[src/rtl/rx_cfg_pkg.sv]
// Constants and types for the receiver configuration and lock-detect block
package rx_cfg_pkg;
    // Register indices; byte address is four times the index
    localparam int unsigned ADDR_W = 7;
    localparam logic [4:0] IDX_FRONT = 5'h00;
    localparam logic [4:0] IDX_RXPATH = 5'h01;
    localparam logic [4:0] IDX_FILT = 5'h02;
    localparam logic [4:0] IDX_DIV = 5'h08;
    localparam logic [4:0] IDX_FREQ_ERROR_CONTROL = 5'h15;
    localparam logic [4:0] IDX_FEE = 5'h16;
    localparam logic [4:0] IDX_STAT = 5'h18;
    localparam logic [4:0] IDX_MASK = 5'h19;
    localparam logic [4:0] IDX_SYNC = 5'h1A;
    // Field positions
    localparam int unsigned B_AMP_BYP = 7;
    localparam int unsigned B_LOCK_DETECT_ENABLE = 2;
    localparam int unsigned B_SIGNAL_STRENGTH_ENABLE = 3;
    localparam int unsigned B_SC_BYP = 6;
    localparam int unsigned B_SYNC_EN = 0;
    localparam int unsigned IRQ_N = 3;
    localparam int unsigned EV_LOCK = 0;
    localparam int unsigned EV_UNLOCK = 1;
    localparam int unsigned EV_FEE = 2;
    // Reset values and encodings
    localparam logic [7:0] REG_RST = 8'h00;
    localparam logic [3:0] MIX_ROUTE_SEL = 4'h1;
    localparam logic [1:0] FEE_ON = 2'h3;
    localparam logic [1:0] RESP_OK = 2'h0;
    localparam logic [1:0] RESP_ERR = 2'h2;
    // Timing
    localparam int unsigned CLK_MHZ = 125;
    localparam int unsigned RELOCK_HOLD_NS = 1000;
    localparam int unsigned RELOCK_CYC = (RELOCK_HOLD_NS * CLK_MHZ + 999) / 1000;
    localparam logic [3:0] SYNC_MID = 4'h7;
    localparam int unsigned PHASES = 4;

    typedef enum logic [1:0] {
        LK_OFF = 2'h0,
        LK_SETTLE = 2'h1,
        LK_ACQ = 2'h3,
        LK_LOCKED = 2'h2
    } lock_state_t;

    typedef struct packed {
        logic amp_bypass;
        logic [1:0] pf_corner;
        logic sc_bypass;
        logic mix_to_test;
        logic signal_strength_enable;
    } rx_ctrl_t;
endpackage : rx_cfg_pkg

[src/rtl/rx_config_lock.sv]
// Receiver control registers, lock indicator and frequency error estimator
//
// The AXI4-Lite interface to the registers is this design's own decision.
`timescale 1ns/1ps
// Operation
// Lock indicator high for a locked loop when lock detect is enabled
// Any control word load drops the indicator until lock returns
// Indicator low while the power amplifier powers up
// I lagging Q decides a one, I leading Q a zero
// Decided bit drives data pin, raw or synchroniser-latched
// Front register bit 7 set bypasses the front amplifier
// Receive path bits 1:0 pick the pre-filter corner
// Filter register bit 6 bypasses the channel filter
// Filter clock divides crystal by divisor, then by four
// Software keeps divider bit 0 at zero
// Error result read-only at index 22, control at index 21
// Output select field routes mixer outputs to test pins
// Software sets sync clock to sixteen times bit rate
// Divider restarts when its programmed value changes
module rx_config_lock (
    // Clock, reset, enable
    input wire logic aclk,
    input wire logic aresetn,
    input wire logic ce,
    // AXI4-Lite write
    input wire logic [rx_cfg_pkg::ADDR_W-1:0] awaddr,
    input wire logic awvalid,
    output logic awready,
    input wire logic [31:0] wdata,
    input wire logic [3:0] wstrb,
    input wire logic wvalid,
    output logic wready,
    output logic [1:0] bresp,
    output logic bvalid,
    input wire logic bready,
    // AXI4-Lite read
    input wire logic [rx_cfg_pkg::ADDR_W-1:0] araddr,
    input wire logic arvalid,
    output logic arready,
    output logic [31:0] rdata,
    output logic [1:0] rresp,
    output logic rvalid,
    input wire logic rready,
    // Analog status and demodulator pulses
    input wire logic pll_lock_in,
    input wire logic pa_power_up,
    input wire logic lim_i,
    input wire logic lim_q,
    input wire logic bit_sync_clock,
    input wire logic fee_up,
    input wire logic fee_dn,
    input wire logic rx_mode,
    // Data pin
    input wire logic bidir_data_pin_i,
    output logic bidir_data_pin_o,
    output logic bidir_data_pin_oe,
    // Analog controls and filter clocking
    output rx_cfg_pkg::rx_ctrl_t rx_ctrl,
    output logic filt_clk,
    output logic [rx_cfg_pkg::PHASES-1:0] filt_phase,
    // Status
    output logic lock_indicator,
    output logic irq
);
    // Register storage
    logic [7:0] front_q, rxpath_q, filt_q, div_q, freq_error_control_q, fee_q, sync_q;
    logic [rx_cfg_pkg::IRQ_N-1:0] stat_q, stat_d, mask_q, ev;

    // Index decode, shared by both channels
    function automatic logic idx_hit(input logic [4:0] idx);
        unique case (idx)
            rx_cfg_pkg::IDX_FRONT, rx_cfg_pkg::IDX_RXPATH,
            rx_cfg_pkg::IDX_FILT, rx_cfg_pkg::IDX_DIV,
            rx_cfg_pkg::IDX_FREQ_ERROR_CONTROL, rx_cfg_pkg::IDX_FEE,
            rx_cfg_pkg::IDX_STAT, rx_cfg_pkg::IDX_MASK,
            rx_cfg_pkg::IDX_SYNC: idx_hit = 1'b1;
            default: idx_hit = 1'b0;
        endcase
    endfunction : idx_hit

    // Write channel: address and data taken in either order
    logic aw_full_q, w_full_q;
    logic [4:0] widx_q;
    logic [7:0] wbyte_q;
    logic wlane_q, do_write, wr_ok;

    assign awready = ce && !aw_full_q && !bvalid;
    assign wready = ce && !w_full_q && !bvalid;
    assign do_write = ce && aw_full_q && w_full_q && !bvalid;
    assign wr_ok = idx_hit(widx_q);

    always_ff @(posedge aclk) begin
        if (!aresetn) begin
            aw_full_q <= 1'b0;
            w_full_q <= 1'b0;
            widx_q <= 5'h00;
            wbyte_q <= 8'h00;
            wlane_q <= 1'b0;
        end else if (ce) begin
            if (awvalid && awready) begin
                aw_full_q <= 1'b1;
                widx_q <= awaddr[6:2];
            end
            if (wvalid && wready) begin
                w_full_q <= 1'b1;
                wbyte_q <= wdata[7:0];
                wlane_q <= wstrb[0];
            end
            if (do_write) begin
                aw_full_q <= 1'b0;
                w_full_q <= 1'b0;
            end
        end
    end

    // Response held until the master takes it
    always_ff @(posedge aclk) begin
        if (!aresetn) begin
            bvalid <= 1'b0;
            bresp <= rx_cfg_pkg::RESP_OK;
        end else if (ce) begin
            if (do_write) begin
                bvalid <= 1'b1;
                bresp <= wr_ok ? rx_cfg_pkg::RESP_OK : rx_cfg_pkg::RESP_ERR;
            end else if (bready) begin
                bvalid <= 1'b0;
            end
        end
    end

    // Per-register write strobes
    logic wen;
    logic [7:0] we;
    assign wen = do_write && wlane_q;
    assign we[0] = wen && (widx_q == rx_cfg_pkg::IDX_FRONT);
    assign we[1] = wen && (widx_q == rx_cfg_pkg::IDX_RXPATH);
    assign we[2] = wen && (widx_q == rx_cfg_pkg::IDX_FILT);
    assign we[3] = wen && (widx_q == rx_cfg_pkg::IDX_DIV);
    assign we[4] = wen && (widx_q == rx_cfg_pkg::IDX_FREQ_ERROR_CONTROL);
    assign we[5] = wen && (widx_q == rx_cfg_pkg::IDX_STAT);
    assign we[6] = wen && (widx_q == rx_cfg_pkg::IDX_MASK);
    assign we[7] = wen && (widx_q == rx_cfg_pkg::IDX_SYNC);

    // Control registers; result index has no store path
    always_ff @(posedge aclk) begin
        if (!aresetn) begin
            front_q <= rx_cfg_pkg::REG_RST;
            rxpath_q <= rx_cfg_pkg::REG_RST;
            filt_q <= rx_cfg_pkg::REG_RST;
            div_q <= rx_cfg_pkg::REG_RST;
            freq_error_control_q <= rx_cfg_pkg::REG_RST;
            mask_q <= '0;
            sync_q <= rx_cfg_pkg::REG_RST;
        end else if (ce) begin
            if (we[0]) front_q <= wbyte_q;
            if (we[1]) rxpath_q <= wbyte_q;
            if (we[2]) filt_q <= wbyte_q;
            if (we[3]) div_q <= wbyte_q;
            if (we[4]) freq_error_control_q <= wbyte_q;
            if (we[6]) mask_q <= wbyte_q[rx_cfg_pkg::IRQ_N-1:0];
            if (we[7]) sync_q <= wbyte_q;
        end
    end

    // Analog controls straight from their fields
    assign rx_ctrl.amp_bypass = front_q[rx_cfg_pkg::B_AMP_BYP];
    assign rx_ctrl.pf_corner = rxpath_q[1:0];
    assign rx_ctrl.sc_bypass = filt_q[rx_cfg_pkg::B_SC_BYP];
    assign rx_ctrl.mix_to_test = filt_q[3:0] == rx_cfg_pkg::MIX_ROUTE_SEL;
    assign rx_ctrl.signal_strength_enable = rxpath_q[rx_cfg_pkg::B_SIGNAL_STRENGTH_ENABLE];

    // Read channel: one cycle to answer
    logic [7:0] rsel;
    logic [4:0] ridx;
    assign ridx = araddr[6:2];
    assign arready = ce && !rvalid;
    always_comb begin
        rsel = 8'h00;
        unique case (ridx)
            rx_cfg_pkg::IDX_FRONT: rsel = front_q;
            rx_cfg_pkg::IDX_RXPATH: rsel = rxpath_q;
            rx_cfg_pkg::IDX_FILT: rsel = filt_q;
            rx_cfg_pkg::IDX_DIV: rsel = div_q;
            rx_cfg_pkg::IDX_FREQ_ERROR_CONTROL: rsel = freq_error_control_q;
            rx_cfg_pkg::IDX_FEE: rsel = fee_q;
            rx_cfg_pkg::IDX_STAT: rsel = {5'h00, stat_q};
            rx_cfg_pkg::IDX_MASK: rsel = {5'h00, mask_q};
            rx_cfg_pkg::IDX_SYNC: rsel = sync_q;
            default: rsel = 8'h00;
        endcase
    end

    always_ff @(posedge aclk) begin
        if (!aresetn) begin
            rvalid <= 1'b0;
            rdata <= 32'h0000_0000;
            rresp <= rx_cfg_pkg::RESP_OK;
        end else if (ce) begin
            if (arvalid && arready) begin
                rvalid <= 1'b1;
                rdata <= {24'h00_0000, rsel};
                rresp <= idx_hit(ridx) ? rx_cfg_pkg::RESP_OK : rx_cfg_pkg::RESP_ERR;
            end else if (rready) begin
                rvalid <= 1'b0;
            end
        end
    end

    // Filter clock; divider lsb is software's to keep at zero
    chan_filter_clkgen u_clkgen (
        .aclk(aclk),
        .aresetn(aresetn),
        .ce(ce),
        .div_val(div_q[4:0]),
        .filt_clk(filt_clk),
        .phase(filt_phase)
    );

    // Demodulator and synchroniser
    logic rx_bit, bit_tick;
    fsk_bit_decide u_decide (
        .aclk(aclk),
        .aresetn(aresetn),
        .ce(ce),
        .lim_i(lim_i),
        .lim_q(lim_q),
        .bit_sync_clock(bit_sync_clock),
        .sync_en(sync_q[rx_cfg_pkg::B_SYNC_EN]),
        .rx_bit(rx_bit),
        .bit_tick(bit_tick)
    );

    // Pin driven only in receive; input side unused while receiving
    logic pin_sink;
    assign pin_sink = bidir_data_pin_i;
    always_ff @(posedge aclk) begin
        if (!aresetn) begin
            bidir_data_pin_o <= 1'b0;
            bidir_data_pin_oe <= 1'b0;
        end else if (ce) begin
            bidir_data_pin_o <= rx_bit;
            bidir_data_pin_oe <= rx_mode;
        end
    end

    // Lock state: a reload or PA power-up forces and restarts the settle window
    rx_cfg_pkg::lock_state_t lk_q, lk_d;
    logic [7:0] hold_q;
    logic lock_detect_enable, reload, hold_done, restart, hold_run;
    assign lock_detect_enable = rxpath_q[rx_cfg_pkg::B_LOCK_DETECT_ENABLE];
    assign reload = do_write && wr_ok;
    assign restart = reload || pa_power_up;
    // Window counts only once the last load or PA start is over
    assign hold_run = lk_d == rx_cfg_pkg::LK_SETTLE && lk_q == lk_d && !restart;
    assign hold_done = hold_q == 8'(rx_cfg_pkg::RELOCK_CYC - 1);

    always_comb begin
        lk_d = lk_q;
        unique case (lk_q)
            rx_cfg_pkg::LK_OFF: lk_d = rx_cfg_pkg::LK_SETTLE;
            rx_cfg_pkg::LK_SETTLE: if (hold_done) lk_d = rx_cfg_pkg::LK_ACQ;
            rx_cfg_pkg::LK_ACQ: if (pll_lock_in) lk_d = rx_cfg_pkg::LK_LOCKED;
            rx_cfg_pkg::LK_LOCKED: if (!pll_lock_in) lk_d = rx_cfg_pkg::LK_ACQ;
        endcase
        if (restart) lk_d = rx_cfg_pkg::LK_SETTLE;
        if (!lock_detect_enable) lk_d = rx_cfg_pkg::LK_OFF;
    end

    always_ff @(posedge aclk) begin
        if (!aresetn) begin
            lk_q <= rx_cfg_pkg::LK_OFF;
            hold_q <= 8'h00;
            lock_indicator <= 1'b0;
        end else if (ce) begin
            lk_q <= lk_d;
            hold_q <= hold_run ? hold_q + 8'h01 : 8'h00;
            lock_indicator <= lk_d == rx_cfg_pkg::LK_LOCKED;
        end
    end

    // Error estimator: net up/down tally over 8<<sel bit periods
    logic [7:0] acc_q, acc_nx;
    logic [6:0] bits_q, bits_last;
    logic fee_en, fee_trig;
    assign fee_en = freq_error_control_q[1:0] == rx_cfg_pkg::FEE_ON;
    assign bits_last = 7'(7'h08 << freq_error_control_q[3:2]) - 7'h01;
    assign fee_trig = fee_en && bit_tick && (bits_q == bits_last);
    assign acc_nx = acc_q + {{7{fee_dn && !fee_up}}, fee_up ^ fee_dn};

    always_ff @(posedge aclk) begin
        if (!aresetn) begin
            acc_q <= 8'h00;
            bits_q <= 7'h00;
            fee_q <= rx_cfg_pkg::REG_RST;
        end else if (ce) begin
            if (!fee_en) begin
                acc_q <= 8'h00;
                bits_q <= 7'h00;
            end else if (fee_trig) begin
                fee_q <= acc_nx;
                acc_q <= 8'h00;
                bits_q <= 7'h00;
            end else begin
                acc_q <= acc_nx;
                bits_q <= bit_tick ? bits_q + 7'h01 : bits_q;
            end
        end
    end

    // Sticky events; a same-cycle set beats the write-one clear
    assign ev[rx_cfg_pkg::EV_LOCK] = ce && !lock_indicator && lk_d == rx_cfg_pkg::LK_LOCKED;
    assign ev[rx_cfg_pkg::EV_UNLOCK] = ce && lock_indicator && lk_d != rx_cfg_pkg::LK_LOCKED;
    assign ev[rx_cfg_pkg::EV_FEE] = ce && fee_trig;
    assign stat_d = (stat_q & ~(we[5] ? wbyte_q[2:0] : 3'h0)) | ev;

    always_ff @(posedge aclk) begin
        if (!aresetn) begin
            stat_q <= '0;
            irq <= 1'b0;
        end else if (ce) begin
            stat_q <= stat_d;
            irq <= |(stat_d & mask_q);
        end
    end
endmodule : rx_config_lock

[src/rtl/chan_filter_clkgen.sv]
// Switched-capacitor filter clock divider and phase generator
`timescale 1ns/1ps
module chan_filter_clkgen (
    // Clock and reset
    input wire logic aclk,
    input wire logic aresetn,
    input wire logic ce,
    // Programmed divider
    input wire logic [4:0] div_val,
    // Divider output pulse and non-overlapping phases
    output logic filt_clk,
    output logic [rx_cfg_pkg::PHASES-1:0] phase
);
    logic [4:0] cnt_q, cnt_d, last_q;
    logic [1:0] ph_q;
    logic changed, wrap;

    // A changed divisor restarts the count so no runt period escapes
    assign changed = div_val != last_q;
    assign wrap = (div_val != 5'h00) && (cnt_q >= div_val - 5'h01);
    assign cnt_d = (changed || wrap) ? 5'h00 : cnt_q + 5'h01;

    // Count crystal cycles, then step the phase ring every wrap
    always_ff @(posedge aclk) begin
        if (!aresetn) begin
            cnt_q <= 5'h00;
            last_q <= 5'h00;
            ph_q <= 2'h0;
            filt_clk <= 1'b0;
            phase <= '0;
        end else if (ce) begin
            last_q <= div_val;
            cnt_q <= cnt_d;
            filt_clk <= wrap && !changed;
            if (wrap && !changed) begin
                ph_q <= ph_q + 2'h1;
            end
            phase <= (div_val == 5'h00) ? '0 : 4'h1 << ph_q;
        end
    end
endmodule : chan_filter_clkgen

[src/rtl/fsk_bit_decide.sv]
// FSK phase decision and bit synchroniser
`timescale 1ns/1ps
module fsk_bit_decide (
    // Clock and reset
    input wire logic aclk,
    input wire logic aresetn,
    input wire logic ce,
    // Limiter outputs and recovery clock
    input wire logic lim_i,
    input wire logic lim_q,
    input wire logic bit_sync_clock,
    input wire logic sync_en,
    // Decided bit and one pulse per bit
    output logic rx_bit,
    output logic bit_tick
);
    logic i_q, bs_q, raw_q, sync_q;
    logic [3:0] ph_q;
    logic i_rise, bs_rise;

    assign i_rise = lim_i && !i_q;
    assign bs_rise = bit_sync_clock && !bs_q;

    // Q already high at an I rise means I lags Q, a one
    always_ff @(posedge aclk) begin
        if (!aresetn) begin
            i_q <= 1'b0;
            bs_q <= 1'b0;
            raw_q <= 1'b0;
        end else if (ce) begin
            i_q <= lim_i;
            bs_q <= bit_sync_clock;
            if (i_rise) begin
                raw_q <= lim_q;
            end
        end
    end

    // Sixteen sync ticks per bit; edges realign, middle sample latched
    always_ff @(posedge aclk) begin
        if (!aresetn) begin
            ph_q <= 4'h0;
            sync_q <= 1'b0;
            bit_tick <= 1'b0;
            rx_bit <= 1'b0;
        end else if (ce) begin
            bit_tick <= 1'b0;
            if (i_rise && (lim_q != raw_q)) begin
                ph_q <= 4'h0;
            end else if (bs_rise) begin
                ph_q <= ph_q + 4'h1;
                if (ph_q == rx_cfg_pkg::SYNC_MID) begin
                    sync_q <= raw_q;
                    bit_tick <= 1'b1;
                end
            end
            rx_bit <= sync_en ? sync_q : raw_q;
        end
    end
endmodule : fsk_bit_decide

[config.mk]
export PLATFORM = sky130hd
export DESIGN_NAME = rx_config_lock
export DESIGN_NICKNAME = d
export VERILOG_FILES = /design/src/rtl/rx_cfg_pkg.sv /design/src/rtl/rx_config_lock.sv /design/src/rtl/chan_filter_clkgen.sv /design/src/rtl/fsk_bit_decide.sv
export SDC_FILE = /design/constraint.sdc
export NUM_CORES = 1
export LEC_CHECK = 0
export BUFFER_PORTS_ARGS = -buffer_cell sky130_fd_sc_hd__buf_2
export CORE_UTILIZATION = 50
export CTS_CLUSTER_SIZE = 24
export DETAILED_ROUTE_END_ITERATION = 16
export PLACE_DENSITY_LB_ADDON = 0.3
export RECOVER_POWER = 100
export SYNTH_ARGS = -nofsm -noshare
export SYNTH_HDL_FRONTEND = slang
export SYNTH_SLANG_ARGS = --single-unit
[constraint.sdc]
create_clock -name aclk -period 5.05 [get_ports aclk]
set_input_delay 0.2525 -clock aclk [delete_from_list [all_inputs] [get_ports aclk]]
set_output_delay 0.2525 -clock aclk [all_outputs]
set_load 0.005 [all_outputs]
# == Word level (Yosys, flattened, before mapping) ==
# Memory sizes are Yosys's and may differ from the RTL's. A register that Yosys moved wholly into a read port is not among the register bits.
# Index checks and enable logic that the tools add are counted.
# op_classes
n_addsub,8
n_bitwise,6
n_eq_ne,30
n_reduce_logical,80
n_mux,37
n_lt_le_gt_ge,1
shift,2
# op_table
op,n
case mux 8 bit (9 select lines),1
== test 5 bit (second input constant),9
AND reduction 2 bit,19
logical AND 1 bit,36
two-way mux 8 bit,3
two-way mux 7 bit,3
logical NOT 5 bit,3
two-way mux 1 bit,15
two-way mux 5 bit,3
two-way mux 2 bit,7
two-way mux 4 bit,3
== test 5 x 1 -> 1 bit (second input constant),2
== test 5 x 2 -> 1 bit (second input constant),2
== test 5 x 4 -> 1 bit (second input constant),2
logical NOT 1 bit,10
nonzero test 2 bit,5
adder 8 x 1 -> 8 bit (second input constant),1
adder 8 bit,1
== test 2 bit (second input constant),4
== test 8 x 7 -> 1 bit (second input constant),1
case mux 2 bit (4 select lines),1
adder 7 x 1 -> 7 bit (second input constant),1
== test 7 bit,1
left shift 4 x 2 -> 7 bit (first input constant),1
27 further kinds,30
# word_totals
romBits,64
out_inout_bits,56
mem_count,2
ff_bits,148
# mem_list
name,words,width,read_ports,rd_ports_with_merged_regs,write_ports,line,source
(no name shown),32,1,1,0,0,rx_config_lock.sv:71,unique case (idx)
(no name shown),32,1,1,1,0,rx_config_lock.sv:71,

# == Depth between registers and ports, before layout ==
# depth
word_depth,12
ltp_mapped,12
ltp_nobuf,11

# == Hierarchy ==
# Synthesis repeated with hierarchy kept, for this count alone.
# hier_totals
hier_cells,861
hier_area_um2,7499.7
# modules_own_cells
mod,instances,cells_per_inst,area_each_um2
rx_config_lock,1,694,5947.0
chan_filter_clkgen,1,116,1087.3
fsk_bit_decide,1,51,465.4

# == Worst setup path before layout ==
# Ideal clock, no wire load.
# synth_path
kind,input to register
start,input fee_up
end,register acc_q[6]
path_slack_ns,2.707
cell_stages,10
n_path_buf,0
t_arrival_ns,2.226
t_required_ns,4.933
path_cell_list,inv_1 ha_1 inv_1 ha_1 fa_1 a21o_1 a21o_1 a21o_1 a311o_1 a32o_1
# synth_between
elab_chain_len,5
elab_cells_between_ends,6
cone_classes,1 x add/sub; 2 x mux; 1 x bitwise; 2 x reduce/logical
# synth_rtl
element,line,source
start: declaration,rx_config_lock.sv:50,"input wire logic fee_up,"
logical NOT 1 bit,rx_config_lock.sv:288,"assign acc_nx = acc_q + {{7{fee_dn && !fee_up}}, fee_up ^ fee_dn};"
logical AND 1 bit,rx_config_lock.sv:288,
adder 8 bit *,rx_config_lock.sv:288,
two-way mux 8 bit *,rx_config_lock.sv:299,end else if (fee_trig) begin
two-way mux 8 bit *,rx_config_lock.sv:296,if (!fee_en) begin
end signal: assignment,rx_config_lock.sv:304,acc_q <= acc_nx;
end: declaration,rx_config_lock.sv:282,"logic [7:0] acc_q, acc_nx;"
# Every way passes the cells marked *; elsewhere a longest branch is shown, timed or not.
# A chain may end at the register's enable or synchronous reset.

# == Worst setup path after layout ==
# layout_path
start,input ce
end,register wr_ok (netlist name)
# layout_between
elab_chain_len,6
# layout_rtl
element,line,source
start: declaration,rx_config_lock.sv:24,"input wire logic ce,"
logical AND 1 bit (2 in a row),rx_config_lock.sv:87,assign awready = ce && !aw_full_q && !bvalid;
logical AND 1 bit,rx_config_lock.sv:100,if (awvalid && awready) begin
AND reduction 2 bit (no source line) *,n/a,
two-way mux 5 bit (no source line) * (2 in a row),n/a,
# Marked as above.

==> summary.md <==
| Metric | Value |
|---|---|
| Status | complete, but fails checks |
| Violated checks | design-rule violations, max-capacitance violations, max-slew violations |
| Clock power frac | between 40% and 50% |
| Post-synthesis cell area | 7077 um2 |
| # diodes | 0 |
| Largest delay share family, worst path | buffers and inverters |
| Placed cells | just over 1000 |
| Slew Viols, Final | roughly 120 |
| Worst EP arrival | approximately 3800 ps |
| Clk slew on worst S/H paths | around 60 ps |
| Worst hold slack | slightly above 70 ps |
| Post-synthesis register bit count | about 150 |
| Lkg Pwr | roughly 3.2 nW |
| Complex-gate fraction of the synthesized area | between 10 and 15% |
| Number of max-cap violations | 3 |
| RSZ-0062 raised after global routing | false |
| Fraction of registers with async set/reset | 0% |
| Post-synth EDFFs | 0 |
| Clock skew | approximately 10 ps |
| Synth Instances | ~830 |
| Die area | between 10000 and 15000 um2 |
| Minimum clock period after layout | 3518 ps |
| Post-route clock period utilization | a little over two thirds |
| Slew Limit Headroom | -17.19% |
| Drt pass-1 iters | 10 |
| # port buffers | 64 |
| Chip Width | approximately 120 um |
| Core area | 13830 um2 |
| Overall Power | 2.665 mW |
| Die height | 121.0 um |
| Max Freq | 284.2 MHz |
| Distinct cells, synth | between 60 and 70 |
| I/O pin count | around 120 |
| First-pass GRT wire length | about 26 mm |
| Final setup viols | 0 |
| Critical Path Fanout Max | 29 |
| Synth Area in Simple Gates | a little over 20% |
| Crit-path max cell delay | about 1100 ps |
| CP max stage cell | clkbuf_1 |
| Logic pwr share | 5.5% |
| Min-delay src | wdata[6] |
| Worst-Margin Slew | 1758 ps |
| Clk_lat worst skew | 420 ps |
| FILL cells | approximately 1300 |
| WP buf/inv | 3 |
| CTS tree | done |
| Yosys warns | 0 |
| Synth top area cells | dfxtp_1, mux2i_1, nand2_1 |
| Worst setup SP type | input port |
| Final hold vios | 0 |
| Yosys top cell by area | dfxtp_1 |
| Postcts setup bufs | 0 |
| Routed wire per std cell | 15.19 um |
| # resized after CTS | 0 |
| Global route total overflow | 0 |
| P_sw | ~0.60 mW |
| CP dominant cell by count | clkbuf_1 |
| Largest net degree at the start of global routing | between 40 and 50 |
| Synth Area in XOR/XNOR | roughly 4.3% |
| Routed Antenna Nets | 0 |
| Post-CTS Hold Fix Bufs | 0 |
| Iteration-0 DRC Markers | 351 |
| RR Startpoint | bvalid |
| Total Wirelength | 16.07 mm |
| Syn Area/Cell | between 8 and 9 um2 |
| P per Cell Area | about 340 nW/um2 |
| DRC | 2 |
| Sequential area share after synthesis | about two fifths |
| Detailed Place HPWL | between 10 and 15 mm |
| Global-route total usage across every layer | roughly 23% |
| Share of cells above drive strength 1 | between 9 and 10% |
| Post-Synth Adder-Cell Area | 5.410% |
| Vias per inst | 5.426 |
| CP startpoint | ce |
| Setup Crit Path Kind | input port to flop |
| Mux cell area share after synthesis | under 10% |
| Clk root buf | clkbuf_16 |
| Largest family of logic cells by synthesized area | simple AND/OR/NAND/NOR gates |
| Non-filler instance count after layout | about 1100 |
| Final core utilization | about 57% |
| Reg power frac | 45.1% |
| Ys flop type | dfxtp_1 |
| Vias in the first global route | about 5200 |
| Clk sinks | 147 |
| Floorplan row count | 43 |
| Final net count | 962 |
| Crit path cell chain | clkbuf_1, clkbuf_1, nor4bb_1, clkbuf_1, mux2i_1, nor2_1, ha_1, nand3_1, nand2_1, o21a_1 |
| Starting Density | a little over 50% |
| Initial antenna violation count | 0 |
| Clk buf depth | 2 |
| Sw Ratio | about 23% |
| Setup TNS | 0 ps |
| Pint | 2.062 mW |
| GPL Wtd Cong | a little over 0.8 |
| WP data required | 5360 ps |
| Num CTS Buffers | 17 |
| Crit end category | flop |
| Area growth syn-to-layout | 11.65% |
| Htree depth | 4 |
| Detailed-route via count | between 5000 and 6000 |
| Top-area cell type share of the netlist area | 41.58% |
| Worst vdd ir | roughly 0.00025 V |
| Hold/Removal Path Class | input port to flop |
## per-layer routing
layer  track usage, %  part of all wire (%)  vias up
met5                0                     0        -
met3            3.618                   4.6       22
met2            36.43                    46      146
li1                 -                     -     2890
met4            8.410                   1.7        0
met1            31.71                    48     2683
## tightest hold or removal path: stages
cell     delay, ps
buf_2          100
nand2_1         40
a21oi_1         50
## through the flow
step | area [um2] | worst slack [ps]
floorplan | 7171 | 2707
global placement | 7330 | 2407
detailed placement | 7330 | 2398
CTS | 7959 | 2495
global route | 7901 | 1345
finish | 7901 | 1532
## cell families (layout without fill, tap and decap cells)
kind of cell	after synthesis	count (layout)
multiplexers	50	50
XOR/XNOR	35	35
flip-flops	147	147
AO/OA/AOI/OAI	153	153
AND/OR/NAND/NOR	315	315
buffers and inverters	98	122
other	1	26
adder cells (fa/ha/maj)	30	30
## cell usage after synthesis, drive strengths merged, types with 4 or more instances
cell type	instances
inv	21
nand4	14
dfxtp	147
and2	7
a31oi	4
a221oi	7
buf	41
nor2b	4
nand2	119
o21ai	21
xor2	18
a21oi	60
a21o	6
a41oi	6
and3	4
nor2	109
nor3	7
nor3b	5
nand2b	5
o21a	4
a22oi	22
a211oi	5
xnor2	17
mux2i	48
nand3	22
ha	29
clkbuf	36
## layout by cell type, fill, tap and decap left out, types with 14 or more instances in the layout
| cell type | netlist | layout |
|---|---|---|
| conb_1 | 1 | 26 |
| o21ai_0 | 20 | 21 |
| clkbuf_1 | 36 | 21 |
| nor2_1 | 109 | 109 |
| xnor2_1 | 17 | 17 |
| nand4_1 | 13 | 14 |
| a22oi_1 | 22 | 22 |
| nand2_1 | 118 | 118 |
| buf_2 | 4 | 46 |
| a21oi_1 | 60 | 60 |
| dfxtp_1 | 147 | 147 |
| xor2_1 | 18 | 18 |
| clkbuf_16 | 0 | 17 |
| mux2i_1 | 48 | 48 |
| ha_1 | 29 | 29 |
| inv_1 | 20 | 20 |
| nand3_1 | 22 | 22 |
## cell type report
cell class | count | area, um2 | share of cell area (%)
Clock inverter | 11 | 148.9 | 1.884
Timing Repair Buffer | 69 | 321.6 | 4.070
Clock buffer | 21 | 480.5 | 6.081
Multi-Input combinational cell | 609 | 3702 | 46.86
Tap cell | 180 | 225.2 | 2.850
Sequential cell | 147 | 2943 | 37.24
Inverter | 21 | 80.08 | 1.013
## state kept, by name, indices dropped and copies added (netlist names), 8 cells and up
register              count
wbyte_q                   8
rdata                     8
filt_q                    8
front_q                   8
hold_q                    8
fee_q                     8
div_q                     8
sync_q                    8
acc_q                     8
rxpath_q                  8
freq_error_control_q      8
## power by group through the flow
| stage | Combinational, mW | Sequential [mW] | Clock (mW) |
|---|---|---|---|
| finish | 0.147 | 1.20 | 1.32 |
| global placement | 0.147 | 1.23 | 0 |
| detailed placement | 0.148 | 1.23 | 0 |
| CTS | 0.150 | 1.20 | 1.33 |
| floorplan | 0.119 | 1.22 | 0 |
| global route | 0.167 | 1.20 | 1.38 |
## worst paths after layout
check,end,slack (ps),cells past startpoint
max,wr_ok,1530,10
min,wbyte_q[6],70,3
max reg2reg,front_q[5],2430,6
min reg2reg,bresp[1],440,1
No activity file was read; power rests on OpenSTA's default activity.
